`config.mk`:
```
export PLATFORM = sky130hd
export DESIGN_NAME = stc_timer
export DESIGN_NICKNAME = d
export VERILOG_FILES = /design/src/hw/stc_pkg.sv /design/src/hw/stc_prescaler.sv /design/src/hw/stc_timer.sv
export SDC_FILE = /design/constraint.sdc
export NUM_CORES = 1
export LEC_CHECK = 0
export ABC_AREA = 1
export CAP_MARGIN = 30
export CORE_MARGIN = 1
export CORE_UTILIZATION = 50
export CTS_BUF_LIST = sky130_fd_sc_hd__clkbuf_16
export DETAILED_ROUTE_END_ITERATION = 8
export DONT_BUFFER_PORTS = 1
export PLACE_DENSITY = 0.61
export RECOVER_POWER = 100
export SLEW_MARGIN = 0
export SYNTH_ARGS = -nofsm -noshare
export SYNTH_HDL_FRONTEND = slang
export SYNTH_SLANG_ARGS = --single-unit
```
`constraint.sdc`:
```
create_clock -name clock -period 2.2 [get_ports clock]
set_input_delay 0 -clock clock [delete_from_list [all_inputs] [get_ports clock]]
set_output_delay 0 -clock clock [all_outputs]
set_load 0.01 [all_outputs]
```
`src/hw/stc_pkg.sv`:
```
// Package: register map, field positions and constants of the timer control block
package stc_pkg;
    // ************************************************************
    // Register offsets
    // ************************************************************
    localparam logic [7:0] OFF_CONTROL    = 8'h10;
    localparam logic [7:0] OFF_COUNT_LOW  = 8'h0E;
    localparam logic [7:0] OFF_COUNT_HIGH = 8'h0F;
    localparam logic [7:0] OFF_IRQ_STATUS = 8'h20;
    localparam logic [7:0] OFF_IRQ_ENABLE = 8'h21;
    localparam logic [7:0] OFF_IRQ_CLEAR  = 8'h22;
    localparam logic [7:0] OFF_PORT_DIR   = 8'h23;
    localparam logic [7:0] OFF_PORT_READ  = 8'h24;
    // ************************************************************
    // Control fields and reset values
    // ************************************************************
    localparam int         BIT_RUN        = 0;
    localparam int         BIT_SRC        = 1;
    localparam int         BIT_SYNC_N     = 2;
    localparam int         BIT_OSC_EN     = 3;
    localparam int         BIT_PS_LO      = 4;
    localparam int         BIT_PS_HI      = 5;
    localparam logic [7:0] CONTROL_MASK   = 8'h3F;
    localparam logic [7:0] CONTROL_RESET  = 8'h00;
    localparam logic [7:0] PORT_DIR_RESET = 8'hFF;
    localparam int         IRQ_OVF        = 0;
    // ************************************************************
    // Timing
    // ************************************************************
    localparam logic [1:0] INT_DIV_LAST   = 2'h3;
    localparam logic [2:0] PS_DIV8        = 3'h7;
    localparam logic [2:0] PS_DIV4        = 3'h3;
    localparam logic [2:0] PS_DIV2        = 3'h1;
    localparam logic [2:0] PS_DIV1        = 3'h0;
endpackage

```
`src/hw/stc_prescaler.sv`:
```
// Module: timer input prescaler producing one-cycle count enables
`timescale 1ns/1ps
module stc_prescaler
    import stc_pkg::*;
(
    input  wire logic       clock,
    input  wire logic       rst_n,
    input  wire logic       tickIn,
    input  wire logic [1:0] sel,
    input  wire logic       clearDiv,
    output      logic       tickOut
);
    logic [2:0] cnt_r;
    logic [2:0] limit;

    always_comb
    begin
        unique case (sel)
            2'b11: limit = PS_DIV8;
            2'b10: limit = PS_DIV4;
            2'b01: limit = PS_DIV2;
            2'b00: limit = PS_DIV1;
        endcase
    end

    // Divide incoming ticks
    always_ff @(posedge clock)
    begin
        if (!rst_n || clearDiv)
            cnt_r <= 3'h0;
        else if (tickIn)
            cnt_r <= (cnt_r >= limit) ? 3'h0 : 3'(cnt_r + 3'h1);
    end

    assign tickOut = tickIn && (cnt_r >= limit);
endmodule

```
`src/hw/stc_timer.sv`:
```
// Module: sixteen-bit timer/counter with control register and overflow interrupt
`timescale 1ns/1ps
module stc_timer
    import stc_pkg::*;
(
    input  wire logic       clock,
    input  wire logic       rst_n,
    input  wire logic [7:0] regAddr,
    input  wire logic [7:0] regWdata,
    input  wire logic       regWrite,
    input  wire logic       regRead,
    output      logic [7:0] regRdata,
    input  wire logic       extClockPin,
    input  wire logic       oscInPin,
    input  wire logic       portC0Out,
    input  wire logic       portC1Out,
    output      logic       oscEnableOut,
    output      logic       pinC0Oe,
    output      logic       pinC1Oe,
    output      logic       pinC0Data,
    output      logic       pinC1Data,
    output      logic       irq
);
    // ************************************************************
    // State
    // ************************************************************
    logic [7:0]  control_r;
    logic [7:0]  portDir_r;
    logic [15:0] count_r;
    logic [15:0] count_nxt;
    logic [1:0]  intDiv_r;
    logic        extSync1_r;
    logic        extSync2_r;
    logic        extPrev_r;
    logic        rawPrev_r;
    logic        irqStatus_r;
    logic        irqEnable_r;
    logic        intTick;
    logic        extEdgeSync;
    logic        extEdgeRaw;
    logic        srcTick;
    logic        countTick;
    logic        wrap;
    logic        wrCtl;

    assign wrCtl = regWrite && (regAddr == OFF_CONTROL);

    // ************************************************************
    // Control and port direction registers
    // ************************************************************
    always_ff @(posedge clock)
    begin
        if (!rst_n)
            control_r <= CONTROL_RESET;
        else if (wrCtl)
            control_r <= regWdata & CONTROL_MASK;
    end

    always_ff @(posedge clock)
    begin
        if (!rst_n)
            portDir_r <= PORT_DIR_RESET;
        else if (regWrite && regAddr == OFF_PORT_DIR)
            portDir_r <= regWdata;
    end

    // ************************************************************
    // Clock sources
    // ************************************************************
    // Quarter-rate internal tick
    always_ff @(posedge clock)
    begin
        if (!rst_n)
            intDiv_r <= 2'h0;
        else
            intDiv_r <= 2'(intDiv_r + 2'h1);
    end
    assign intTick = (intDiv_r == INT_DIV_LAST);

    always_ff @(posedge clock)
    begin
        if (!rst_n)
        begin
            extSync1_r <= 1'b0;
            extSync2_r <= 1'b0;
            extPrev_r  <= 1'b0;
            rawPrev_r  <= 1'b0;
        end
        else
        begin
            extSync1_r <= extClockPin;
            extSync2_r <= extSync1_r;
            extPrev_r  <= extSync2_r;
            rawPrev_r  <= extClockPin;
        end
    end
    assign extEdgeSync = extSync2_r && !extPrev_r;
    assign extEdgeRaw  = extClockPin && !rawPrev_r;

    always_comb
    begin
        if (!control_r[BIT_SRC])
            srcTick = intTick;
        else if (!control_r[BIT_SYNC_N])
            srcTick = extEdgeSync;
        else
            srcTick = extEdgeRaw;
    end

    stc_prescaler u_prescaler
    (
        .clock    (clock),
        .rst_n    (rst_n),
        .tickIn   (srcTick),
        .sel      ({control_r[BIT_PS_HI], control_r[BIT_PS_LO]}),
        .clearDiv (wrCtl),
        .tickOut  (countTick)
    );

    // ************************************************************
    // Counter
    // ************************************************************
    assign wrap = control_r[BIT_RUN] && countTick && (count_r == 16'hFFFF);

    always_comb
    begin
        count_nxt = count_r;
        if (control_r[BIT_RUN] && countTick)
            count_nxt = 16'(count_r + 16'h0001);
        if (regWrite && regAddr == OFF_COUNT_LOW)
            count_nxt[7:0] = regWdata;
        if (regWrite && regAddr == OFF_COUNT_HIGH)
            count_nxt[15:8] = regWdata;
    end

    always_ff @(posedge clock)
    begin
        if (!rst_n)
            count_r <= 16'h0000;
        else
            count_r <= count_nxt;
    end

    // ************************************************************
    // Interrupt
    // ************************************************************
    always_ff @(posedge clock)
    begin
        if (!rst_n)
            irqStatus_r <= 1'b0;
        else if (wrap)
            irqStatus_r <= 1'b1;
        else if (regWrite && regAddr == OFF_IRQ_CLEAR && regWdata[IRQ_OVF])
            irqStatus_r <= 1'b0;
    end

    always_ff @(posedge clock)
    begin
        if (!rst_n)
            irqEnable_r <= 1'b0;
        else if (regWrite && regAddr == OFF_IRQ_ENABLE)
            irqEnable_r <= regWdata[IRQ_OVF];
    end

    always_ff @(posedge clock)
    begin
        if (!rst_n)
            irq <= 1'b0;
        else
            irq <= (irqStatus_r || wrap) && irqEnable_r;
    end

    // ************************************************************
    // Oscillator and pins
    // ************************************************************
    always_ff @(posedge clock)
    begin
        if (!rst_n)
        begin
            oscEnableOut <= 1'b0;
            pinC0Oe      <= 1'b0;
            pinC1Oe      <= 1'b0;
            pinC0Data    <= 1'b0;
            pinC1Data    <= 1'b0;
        end
        else
        begin
            oscEnableOut <= control_r[BIT_OSC_EN];
            pinC0Oe      <= !control_r[BIT_OSC_EN] && !portDir_r[0];
            pinC1Oe      <= !control_r[BIT_OSC_EN] && !portDir_r[1];
            pinC0Data    <= portC0Out;
            pinC1Data    <= portC1Out;
        end
    end

    // ************************************************************
    // Read port
    // ************************************************************
    always_ff @(posedge clock)
    begin
        if (!rst_n)
            regRdata <= 8'h00;
        else if (regRead)
        begin
            unique case (regAddr)
                OFF_CONTROL:    regRdata <= control_r & CONTROL_MASK;
                OFF_COUNT_LOW:  regRdata <= count_r[7:0];
                OFF_COUNT_HIGH: regRdata <= count_r[15:8];
                OFF_IRQ_STATUS: regRdata <= {7'h00, irqStatus_r};
                OFF_IRQ_ENABLE: regRdata <= {7'h00, irqEnable_r};
                OFF_PORT_DIR:   regRdata <= portDir_r;
                OFF_PORT_READ:  regRdata <= control_r[BIT_OSC_EN] ? 8'h00
                                          : {6'h00, oscInPin, extClockPin};
                default:        regRdata <= 8'h00;
            endcase
        end
        else
            regRdata <= 8'h00;
    end
endmodule

```
==> metrics, run 1 <==
drt drc=0; RSZ-0062 raised after global routing=false; Final Max Tran Viols=0; Synth Cell Area=between 3000 and 4000 um2; post-place setup slack=394 ps; Syn Area/Cell=around 6.7 um2; drt first-iter violations=approximately 160; CTS tree=built; Starting Density=53.2%; critical path endpoint category=register; met1 Usage GRT=36.0%; DRT Pass-1 Iters=4; nets=~500; detailed placer's ending HPWL=5830 um; Root Buffer=clkbuf_16; gr ovfl total=0; initial antenna violation count=0; outcome=completed; Die ar.=6320 um2; Layout Skew=between 4 and 5 ps; final RePlAce weighted congestion=0.916; clk_lat worst skew=roughly 290 ps; H-tree depth=2; Critical Path Start Type=register; via/cell ratio=between 5 and 6; Antenna diodes=0; worst-path maximum fanout=8; WL/cell=15.3 um; Die Wd=79.5 um; min Tclk post-route=1870 ps; M2 GR Usage=between 40% and 50%; fin util=59.7%; largest net degree at the start of global routing=27; Final Hold Fails=0; postcts setup bufs=0; Top Usage Layer GRT=met2; clock slew at reported path FFs=70 ps; Placement Cell Area=3060 um2; top cells by area, synth=dfxtp_1, nand2_1, nand3_1; vias in the first global route=2711; Cells after Synth=447; core area=5640 um2; final WL=approximately 8000 um; first-pass GRT wire length=13200 um; cell row count=27; Setup Crit Path Kind=reg -> reg; register area share after synthesis=36.0%; TritonCTS Buffers=5; Longest Clk Path Bufs=2; share of cells above drive strength 1=approximately 7.5%; remaining antenna violation count after routing=0; Worst slew margin=between 30 and 40%; syn_nets=approximately 480; # IOs=38; die height=79.5 um; Worst VDD drop=~0.00034 V; Layout Area Growth over Synthesis=12.2%; cell taking the most area after synthesis=dfxtp_1; detailed-route via count=2883; Pwr Total=about 2.0 mW; Cell Count Post-Placement=511; Synth top area share=36.0%; Setup WS post-layout=332 ps; Non-Filler Instances=536; Synth Register Bits=54; leakage=about 1.4 nW; fin crit share=84.9%; hold_buf cts=17; max_cap viols=0; P per Cell Area=594 nW/um2; GRT met3 Usage=4.00%; worst hold slack=17.1 ps; Slew @ Worst Pin=between 900 and 1000 ps; Achievable Freq=between 0.5 and 0.6 GHz; CTS sink count=54; Distinct cells, synth=35; post-route setup TNS=0 ps; Arrival @ worst endpoint=2080 ps; number of setup violations in the final report=0; R2R setup slack=330 ps; post-route cell area=3370 um2; post-CTS sizing=0; Top FF cell, synth=dfxtp_1; CP required=approximately 2400 ps; Synthesis Warnings=0; port buffer count=0; asr flop ratio synth=0%; GRT Overall Usage=27.7%; Post-synth EDFFs=0; Hold Path Class=in -> reg
-- final timing paths --
check,from,cells after the start,to
setup reg to reg,control_r[4],8,count_r[5]
hold reg to reg,intDiv_r[0],1,intDiv_r[0]
hold / removal,regAddr[0],4,irqEnable_r
setup / recovery,control_r[4],8,count_r[5]
-- worst max-delay path, cell delays in order (launching register included) --
cell	delay, ps
dfxtp_1	330
or2_2	300
ha_1	270
nand3_1	60
nand3_1	120
nand4_1	150
nand2_1	290
o21ai_0	140
a21oi_1	140
-- report_power, final --
part,switching [mW],internal (mW),total (mW)
Combinational,0.0671,0.0386,0.106
Clock,0.366,0.538,0.903
Sequential,0.00613,0.987,0.993
-- flip-flops by register name, summed over array words and instances (netlist names) --
signal,flops
count_r,16
portDir_r,8
regRdata,8
control_r,6
u_prescaler.cnt_r,3
intDiv_r,2
extPrev_r,1
extSync2_r,1
irq,1
irqEnable_r,1
irqStatus_r,1
oscEnableOut,1
pinC0Data,1
pinC0Oe,1
pinC1Data,1
pinC1Oe,1
rawPrev_r,1
-- cells in the mapped netlist, types with 2 or more instances --
cell,number
a21oi_1,29
a21oi_2,2
buf_2,3
clkbuf_1,4
dfxtp_1,54
ha_1,6
inv_1,44
inv_2,6
nand2_1,132
nand2_2,4
nand3_1,52
nand3_4,3
nand3b_1,2
nand4_1,5
nor2_1,40
nor2_2,5
nor2_4,3
nor2_8,2
nor3_1,9
o211ai_2,2
o21ai_0,12
o21ai_1,8
o22ai_1,3
or2_2,2
xnor2_1,3
xor2_1,3
-- cells in the final DEF, fill, tap and decap left out --
master,count
o22ai_1,3
ha_1,6
a31oi_1,1
a22oi_1,1
nor3_4,1
o211ai_2,1
a21oi_1,29
clkinv_2,1
inv_6,2
clkbuf_16,5
a21oi_2,2
inv_2,4
nand4_1,6
bufinv_16,1
o21ai_1,6
nor3_1,9
o21ai_0,14
nor2_4,2
dfxtp_1,54
nand2_1,133
or2_2,2
clkinv_1,1
nor2_2,4
nor2_1,42
dlygate4sd3_1,17
inv_4,1
nand3_1,52
inv_1,46
nand3b_1,2
nand3_4,3
buf_4,1
xor2_1,3
nor2_8,2
nand2_2,3
o211ai_1,1
xnor2_1,3
-- layer usage --
| layer | vias to the layer above | wire [um] |
|---|---|---|
| met2 | 80 | 3880 |
| met4 | 0 | 105 |
| li1 | 1474 | - |
| met3 | 9 | 393 |
| met5 | - | 0 |
| met1 | 1320 | 3820 |
-- layout make-up --
cell class	instances	area, um2
fill	559	2270
sequential	54	1080
tap	72	90.1
clock inverter	3	42.5
multi-input combinational	331	1650
timing repair buffer	18	178
inverter	53	208
clock buffer	5	125
-- kinds of logic after synthesis --
logic type                 synth area share [%]
xor gates and xnor gates                   1.75
AOI/OAI and AO/OA                          10.7
DFF                                        36.0
and+or+nand+nor                            40.7
buffers and inverters                      8.42
adders and majority gates                  2.50
(Power assumes the default switching activity.)
==> run 2, diff against run 1 <==
--- a/config.mk
+++ b/config.mk
@@ -12,7 +12,7 @@
 export CTS_BUF_LIST = sky130_fd_sc_hd__clkbuf_16
 export DETAILED_ROUTE_END_ITERATION = 8
 export DONT_BUFFER_PORTS = 1
-export PLACE_DENSITY = 0.61
+export PLACE_DENSITY = 0.64
 export RECOVER_POWER = 100
 export SLEW_MARGIN = 0
 export SYNTH_ARGS = -nofsm -noshare
==> constraint.sdc (replaced) <==
create_clock -name clock -period 1.66 [get_ports clock]
set_input_delay 0 -clock clock [delete_from_list [all_inputs] [get_ports clock]]
set_output_delay 0 -clock clock [all_outputs]
set_load 0.01 [all_outputs]
==> run 2 against run 1 <==
  * Die area unchanged
  * Count of clock-buffer cells in the layout unchanged
  * Wire length up 1.5%
  * Sequential cell count unchanged
  * Maximum frequency up 14%
  * Clock skew up 2.9 ps
  * Utilization up 4.3 points
  * Critical path depth unchanged
  * Critical endpoint is now count_r[8]
  * Sequential share of layout area down 2.1 points
  * Via count up 2.4%
  * Critical path type unchanged
  * Global-route usage down 0.19 points
==> metrics, run 2 (same netlist as run 1, synthesis figures left out) <==
outcome=completed (unchanged); critical path endpoint category=register (unchanged); Setup WS post-layout=27.9 ps (was 332 ps); Root Buffer=clkbuf_16 (unchanged); DRT Pass-1 Iters=4 (unchanged); Critical Path Start Type=register (unchanged); Arrival @ worst endpoint=1860 ps (was 2080 ps); first-pass GRT wire length=13100 um (was 13200 um); RR Startpoint=control_r[4] (unchanged); FF+latch area=1080 um2 (about the same); Antenna diodes=0 (unchanged); Achievable Freq=0.613 GHz (was 0.535 GHz); Die Wd=79.5 um (unchanged); post-route cell area=3610 um2 (was 3370 um2); Non-Filler Instances=547 (was 536); Slew @ Worst Pin=981 ps (was 967 ps); commonest non-fill, non-tap cell in the layout=nand2_1 (unchanged); Worst VDD drop=0.000450 V (was 0.000341 V); Longest Clk Path Bufs=2 (unchanged); Final Hold Fails=0 (unchanged); Setup Crit Path Kind=reg -> reg (unchanged); Top Registers=count_r (16), portDir_r (8), regRdata (8) (unchanged); CTS tree=built (unchanged); leakage=1.48 nW (was 1.40 nW); logic gate share of total power=6.2% (was 5.3%); CP required=1890 ps (was 2420 ps); Hold Path End=regRdata[0] (was irqEnable_r); die height=79.5 um (unchanged); final WL=8330 um (was 8210 um); hold path depth=4 (unchanged); area occupied by multi-input gates=1820 um2 (was 1650 um2); remaining antenna violation count after routing=0 (unchanged); fin util=64.0% (was 59.7%); max reg flops=16 (unchanged); via/cell ratio=5.40 (was 5.38); H-tree depth=2 (unchanged); final-layout fill cell count=534 (was 559); gr ovfl total=0 (unchanged); Sw Ratio=23.6% (was 21.9%); initial antenna violation count=0 (unchanged); Die ar.=6320 um2 (unchanged); Layout Area Growth over Synthesis=20.3% (was 12.2%); TritonCTS Buffers=5 (unchanged); Final Max Tran Viols=0 (unchanged); Clock Power Share=41.6% (was 45.1%); Cell Count Post-Placement=522 (was 511); RSZ-0062 raised after global routing=true (was false); detailed-route via count=2952 (was 2883); Sequential Power Share=52.2% (was 49.6%); Hold Path Origin=extClockPin (was regAddr[0]); Starting Density=53.2% (unchanged); core area=5640 um2 (unchanged); vias in the first global route=2689 (was 2711); fin crit share=98.3% (was 84.9%); Switch Pwr=594 uW (was 439 uW); port buffer count=0 (unchanged); P per Cell Area=698 nW/um2 (was 594 nW/um2); final RePlAce weighted congestion=0.911 (was 0.916); Pwr Total=2.52 mW (was 2.00 mW); worst-path maximum fanout=8 (unchanged); # IOs=38 (unchanged); Worst slew margin=34.6% (was 35.4%); GRT Overall Usage=27.5% (was 27.7%); Largest Register=count_r (unchanged); max_cap viols=0 (unchanged); WL/cell=15.2 um (was 15.3 um); Layout Skew=7.25 ps (was 4.39 ps); post-place setup slack=-122 ps (was 394 ps); nets=504 (was 493); min Tclk post-route=1630 ps (was 1870 ps); clock slew at reported path FFs=70 ps (about the same); cell internal pwr=1.93 mW (was 1.56 mW); number of setup violations in the final report=0 (unchanged); clk_lat worst skew=300 ps (was 290 ps); RR Endpoint=count_r[8] (was count_r[5]); drt drc=0 (unchanged); post-route setup TNS=0 ps (unchanged); drt first-iter violations=161 (was 163); most frequent cells in the layout=nand2_1, dfxtp_1, inv_1 (was nand2_1, dfxtp_1, nand3_1); CTS sink count=54 (unchanged); Placement Cell Area=3150 um2 (was 3060 um2); detailed placer's ending HPWL=5890 um (was 5830 um); Worst R2R Path Depth=8 (unchanged); cell row count=27 (unchanged); R2R setup slack=30 ps (was 330 ps); Hold Path Class=in -> reg (unchanged); share of cells above drive strength 1=16.4% (was 7.54%); largest net degree at the start of global routing=27 (unchanged); worst hold slack=15.3 ps (was 17.1 ps)
## run 2: changes by cell type in the layout (fill, tap and decap cells not counted), sizes merged
| cell | delta |
|---|---|
| dlymetal6s4s | +1 |
| bufinv | -1 |
| dlygate4sd3 | -1 |
| clkbuf | +1 |
| clkinvlp | +1 |
| buf | +10 |
## run 2: layout make-up
cell class	count	share of cell area, %
flip-flops and latches	54	30.0
multi-input cells	331	50.3
inverters	53	5.75
repair buffers	29	7.48
clock inverters	3	0.554
clock buffers	5	3.46
well taps	72	2.49
## run 2: power groups by stage
| stage | clock network [mW] | logic, mW | registers [mW] |
|---|---|---|---|
| after CTS | 1.06 | 0.147 | 1.32 |
| final | 1.05 | 0.156 | 1.32 |
| after global placement | 0 | 0.0910 | 1.35 |
| after global routing | 1.11 | 0.169 | 1.32 |
| after floorplan | 0 | 0.0832 | 1.34 |
| after detailed placement | 0 | 0.0922 | 1.35 |
## run 2: timing repair
action / in CTS / in global routing
pin swaps: 0 / 10
hold endpoints to repair: 45 / 0
resized for setup: 7 / 31
endpoints found under the setup margin: 16 / 21
cloned: 0 / 0
buffers inserted: 0 / 0
hold buffers: 17 / 0
## run 2: how the worst max path moves through the flow
stage | end | cells after the start | startpoint | slack, ps
6_report | count_r[8] | 8 | control_r[4] | 30
5_1_grt | count_r[9] | 8 | control_r[4] | -50
4_1_cts | count_r[4] | 8 | control_r[4] | 0.2
3_5_place_dp | count_r[9] | 8 | control_r[4] | -120
3_3_place_gp | count_r[6] | 8 | control_r[4] | -80
2_1_floorplan | count_r[6] | 8 | control_r[4] | 6
## run 2: metal layers
| metal | vias up | track usage [%] | wire length, um | part of all wire [%] |
|---|---|---|---|---|
| met3 | 10 | 3.43 | 568 | 6.8 |
| met2 | 100 | 46.3 | 3970 | 48 |
| li1 | 1508 | - | - | - |
| met5 | - | 0 | 0 | 0 |
| met4 | 0 | 8.91 | 124 | 1.5 |
| met1 | 1334 | 36.1 | 3670 | 44 |
## run 2: worst max-delay path: stages (launching register included)
cell and delay, ps:
dfxtp_2 330, or2_4 260, ha_4 150, nand3b_1 160, nand3_2 110, nand4_4 150, nand2_4 190, nand2_1 70
a21oi_1 130
==> run 3, diff against run 2 <==
--- a/config.mk
+++ b/config.mk
@@ -17,4 +17,5 @@
 export SLEW_MARGIN = 0
 export SYNTH_ARGS = -nofsm -noshare
 export SYNTH_HDL_FRONTEND = slang
+export SYNTH_HIERARCHICAL = 1
 export SYNTH_SLANG_ARGS = --single-unit
==> run 3 against run 2 <==
  * The flow now finishes with violations (negative hold slack, negative setup slack)
  * Wire length up 5.3%
  * Global-route usage rose by 2.6 points
  * Clock power is 19% higher
  * Non-clock buffer count increased by 25
==> metrics, run 3 <==
max_cap viols=0 (unchanged); min Tclk post-route=1800 ps (was 1630 ps); cell taking the most area after synthesis=dfxtp_1 (unchanged); worst setup path start=control_r[5] (was control_r[4]); clock slew at reported path FFs=80 ps (was 70 ps); remaining antenna violation count after routing=0 (unchanged); post-route cell area=3880 um2 (was 3610 um2); Syn Area/Cell=6.59 um2 (was 6.72 um2); Worst slew margin=44.8% (was 34.6%); Post-synth EDFFs=0 (unchanged); nets=530 (was 504); RSZ-0062 raised after global routing=true (unchanged); H-tree depth=2 (unchanged); Arrival @ worst endpoint=2010 ps (was 1860 ps); drt first-iter violations=168 (was 161); via/cell ratio=5.40 (about the same); Setup WS post-layout=-142 ps (was 27.9 ps); Non-Filler Instances=574 (was 547); drt drc=0 (unchanged); Worst VDD drop=0.000454 V (was 0.000450 V); CP required=1870 ps (was 1890 ps); fin crit share=109% (was 98.3%); share of cells above drive strength 1=17.0% (was 16.4%); GRT Overall Usage=30.1% (was 27.5%); port buffer count=0 (unchanged); Critical Path Start Type=register (unchanged); Root Buffer=clkbuf_16 (unchanged); leakage=1.70 nW (was 1.48 nW); cell row count=27 (unchanged); P per Cell Area=707 nW/um2 (was 698 nW/um2); Worst R2R Path Depth=16 (was 8); Top Registers=count_r (16), portDir_r (8), regRdata (8) (unchanged); worst hold slack=-201 ps (was 15.3 ps); Hold Path Origin=rst_n (was extClockPin); Layout Area Growth over Synthesis=31.2% (was 20.3%); first-pass GRT wire length=14200 um (was 13100 um); Cells after Synth=449 (was 447); final WL=8780 um (was 8330 um); Synth Cell Area=2960 um2 (was 3000 um2); final-layout fill cell count=520 (was 534); RR Startpoint=control_r[5] (was control_r[4]); DRT Pass-1 Iters=6 (was 4); commonest non-fill, non-tap cell in the layout=nand2_1 (unchanged); Die Wd=78.9 um (was 79.5 um); syn_nets=479 (was 477); die height=78.9 um (was 79.5 um); Top FF cell, synth=dfxtp_1 (unchanged); CTS tree=built (unchanged); critical path endpoint category=register (unchanged); top-count cell post-synth=nand2_1 (unchanged); register area share after synthesis=36.5% (was 36.0%); Post-synth top cells=nand2_1, nor2_1, inv_1, dfxtp_1, nand3_1 (was nand2_1, dfxtp_1, nand3_1, inv_1, nor2_1); WL/cell=15.3 um (was 15.2 um); gr ovfl total=0 (unchanged); detailed placer's ending HPWL=5930 um (was 5890 um); Starting Density=52.8% (was 53.2%); core area=5610 um2 (was 5640 um2); # IOs=38 (unchanged); hold_buf cts=35 (was 17); number of setup violations in the final report=21 (was 0); Achievable Freq=0.555 GHz (was 0.613 GHz); Synth Register Bits=54 (unchanged); detailed-route via count=3099 (was 2952); post-route setup TNS=-2190 ps (was 0 ps); top cells by area, synth=dfxtp_1, nand2_1, nor2_1 (was dfxtp_1, nand2_1, nand3_1); most frequent cells in the layout=nand2_1, nor2_1, inv_1 (was nand2_1, dfxtp_1, inv_1); clk_lat worst skew=300 ps (about the same); Synthesis Warnings=6 (was 0); max reg flops=16 (unchanged); Cell Count Post-Placement=527 (was 522); Synth top area share=36.5% (was 36.0%); Longest Clk Path Bufs=2 (unchanged); outcome=finished, violations left (was completed); hold path depth=2 (was 4); Slew @ Worst Pin=827 ps (was 981 ps); post-place setup slack=-237 ps (was -122 ps); failing checks=negative hold slack, negative setup slack; worst-path maximum fanout=7 (was 8); largest net degree at the start of global routing=26 (was 27); Hold Path Class=in -> reg (unchanged); Placement Cell Area=3180 um2 (was 3150 um2); Final Hold Fails=6 (was 0); vias in the first global route=2962 (was 2689); Distinct cells, synth=36 (was 35); CTS sink count=54 (unchanged); initial antenna violation count=1 (was 0); Layout Skew=5.68 ps (was 7.25 ps); Largest Register=count_r (unchanged); Die ar.=6230 um2 (was 6320 um2); Final Max Tran Viols=0 (unchanged); final RePlAce weighted congestion=0.937 (was 0.911); Setup Crit Path Kind=reg -> reg (unchanged); asr flop ratio synth=0% (unchanged); TritonCTS Buffers=5 (unchanged)
## run 3: changes by cell type after synthesis, moves of 5 or more
cell / change
nor2_1: +37
nand2_1: -32
inv_1: +17
a21oi_1: -11
nor3_1: -7
o21ai_1: -7
nand2_2: +5
o21ai_0: +5
## run 3: cell families after synthesis
kind of cell / share of synthesized area, %
AND/OR/NAND/NOR: 39.1
XOR/XNOR: 2.66
multiplexers: 0.338
AO/OA/AOI/OAI: 8.58
flip-flops: 36.5
adder cells (fa/ha/maj): 2.54
buffers and inverters: 10.3
## run 3: power breakdown
part	internal, mW	switching, mW	leakage, nW
logic	0.0862	0.0897	1.18
clock network	0.724	0.529	0.0820
registers	1.31	0.00764	0.438
## run 3: critical path, stage by stage, from the launching register on
cell     delay, ps
dfxtp_2        330
or2_4          250
ha_4           260
inv_2           20
nand2_1         40
nand2_1         40
nand2_1         60
nand2_2         60
inv_2           70
nand2_4         80
buf_12         170
nand2_8         90
inv_8           50
nand2_4         50
nand3_2         50
nand2_1         60
inv_1           30
## run 3: path summary, 6_finish.rpt
| kind | endpoint | slack, ps |
|---|---|---|
| min reg2reg | pinC1Oe | 430 |
| max reg2reg | count_r[4] | -140 |
| max | count_r[4] | -140 |
| min | count_r[4] | -200 |
## run 3: routing by layer
metal	up-vias	track usage (%)	routed length (um)
met5	-	0	0
met4	0	14.4	353
met3	29	6.44	591
met2	108	51.5	4170
met1	1440	35.7	3660
li1	1522	-	-
## run 3: cell type report
type                    count  area [um2]  area share [%]
multi-input cells         320        1760            45.2
flip-flops and latches     54        1080            27.9
clock inverters             3        48.8            1.26
repair buffers             54         508            13.1
clock buffers               5         125            3.22
well taps                  72        90.1            2.32
inverters                  65         268            6.90
diodes                      1        2.50          0.0645
## run 3: what timing repair did
| action | CTS | global route |
|---|---|---|
| hold endpoints to repair | 44 | 6 |
| gates resized for setup | 25 | 20 |
| endpoints found under the setup margin | 18 | 23 |
| buffers inserted | 2 | 1 |
| pin swaps | 12 | 17 |
## run 3: stage by stage
| stage | utilization [%] | power [mW] |
|---|---|---|
| floorplan | - | 1.43 |
| global placement | 56.6 | 1.45 |
| detailed placement | 56.6 | 1.45 |
| CTS | 68.0 | 2.75 |
| global route | 69.2 | 2.83 |
| finish | 69.2 | 2.74 |
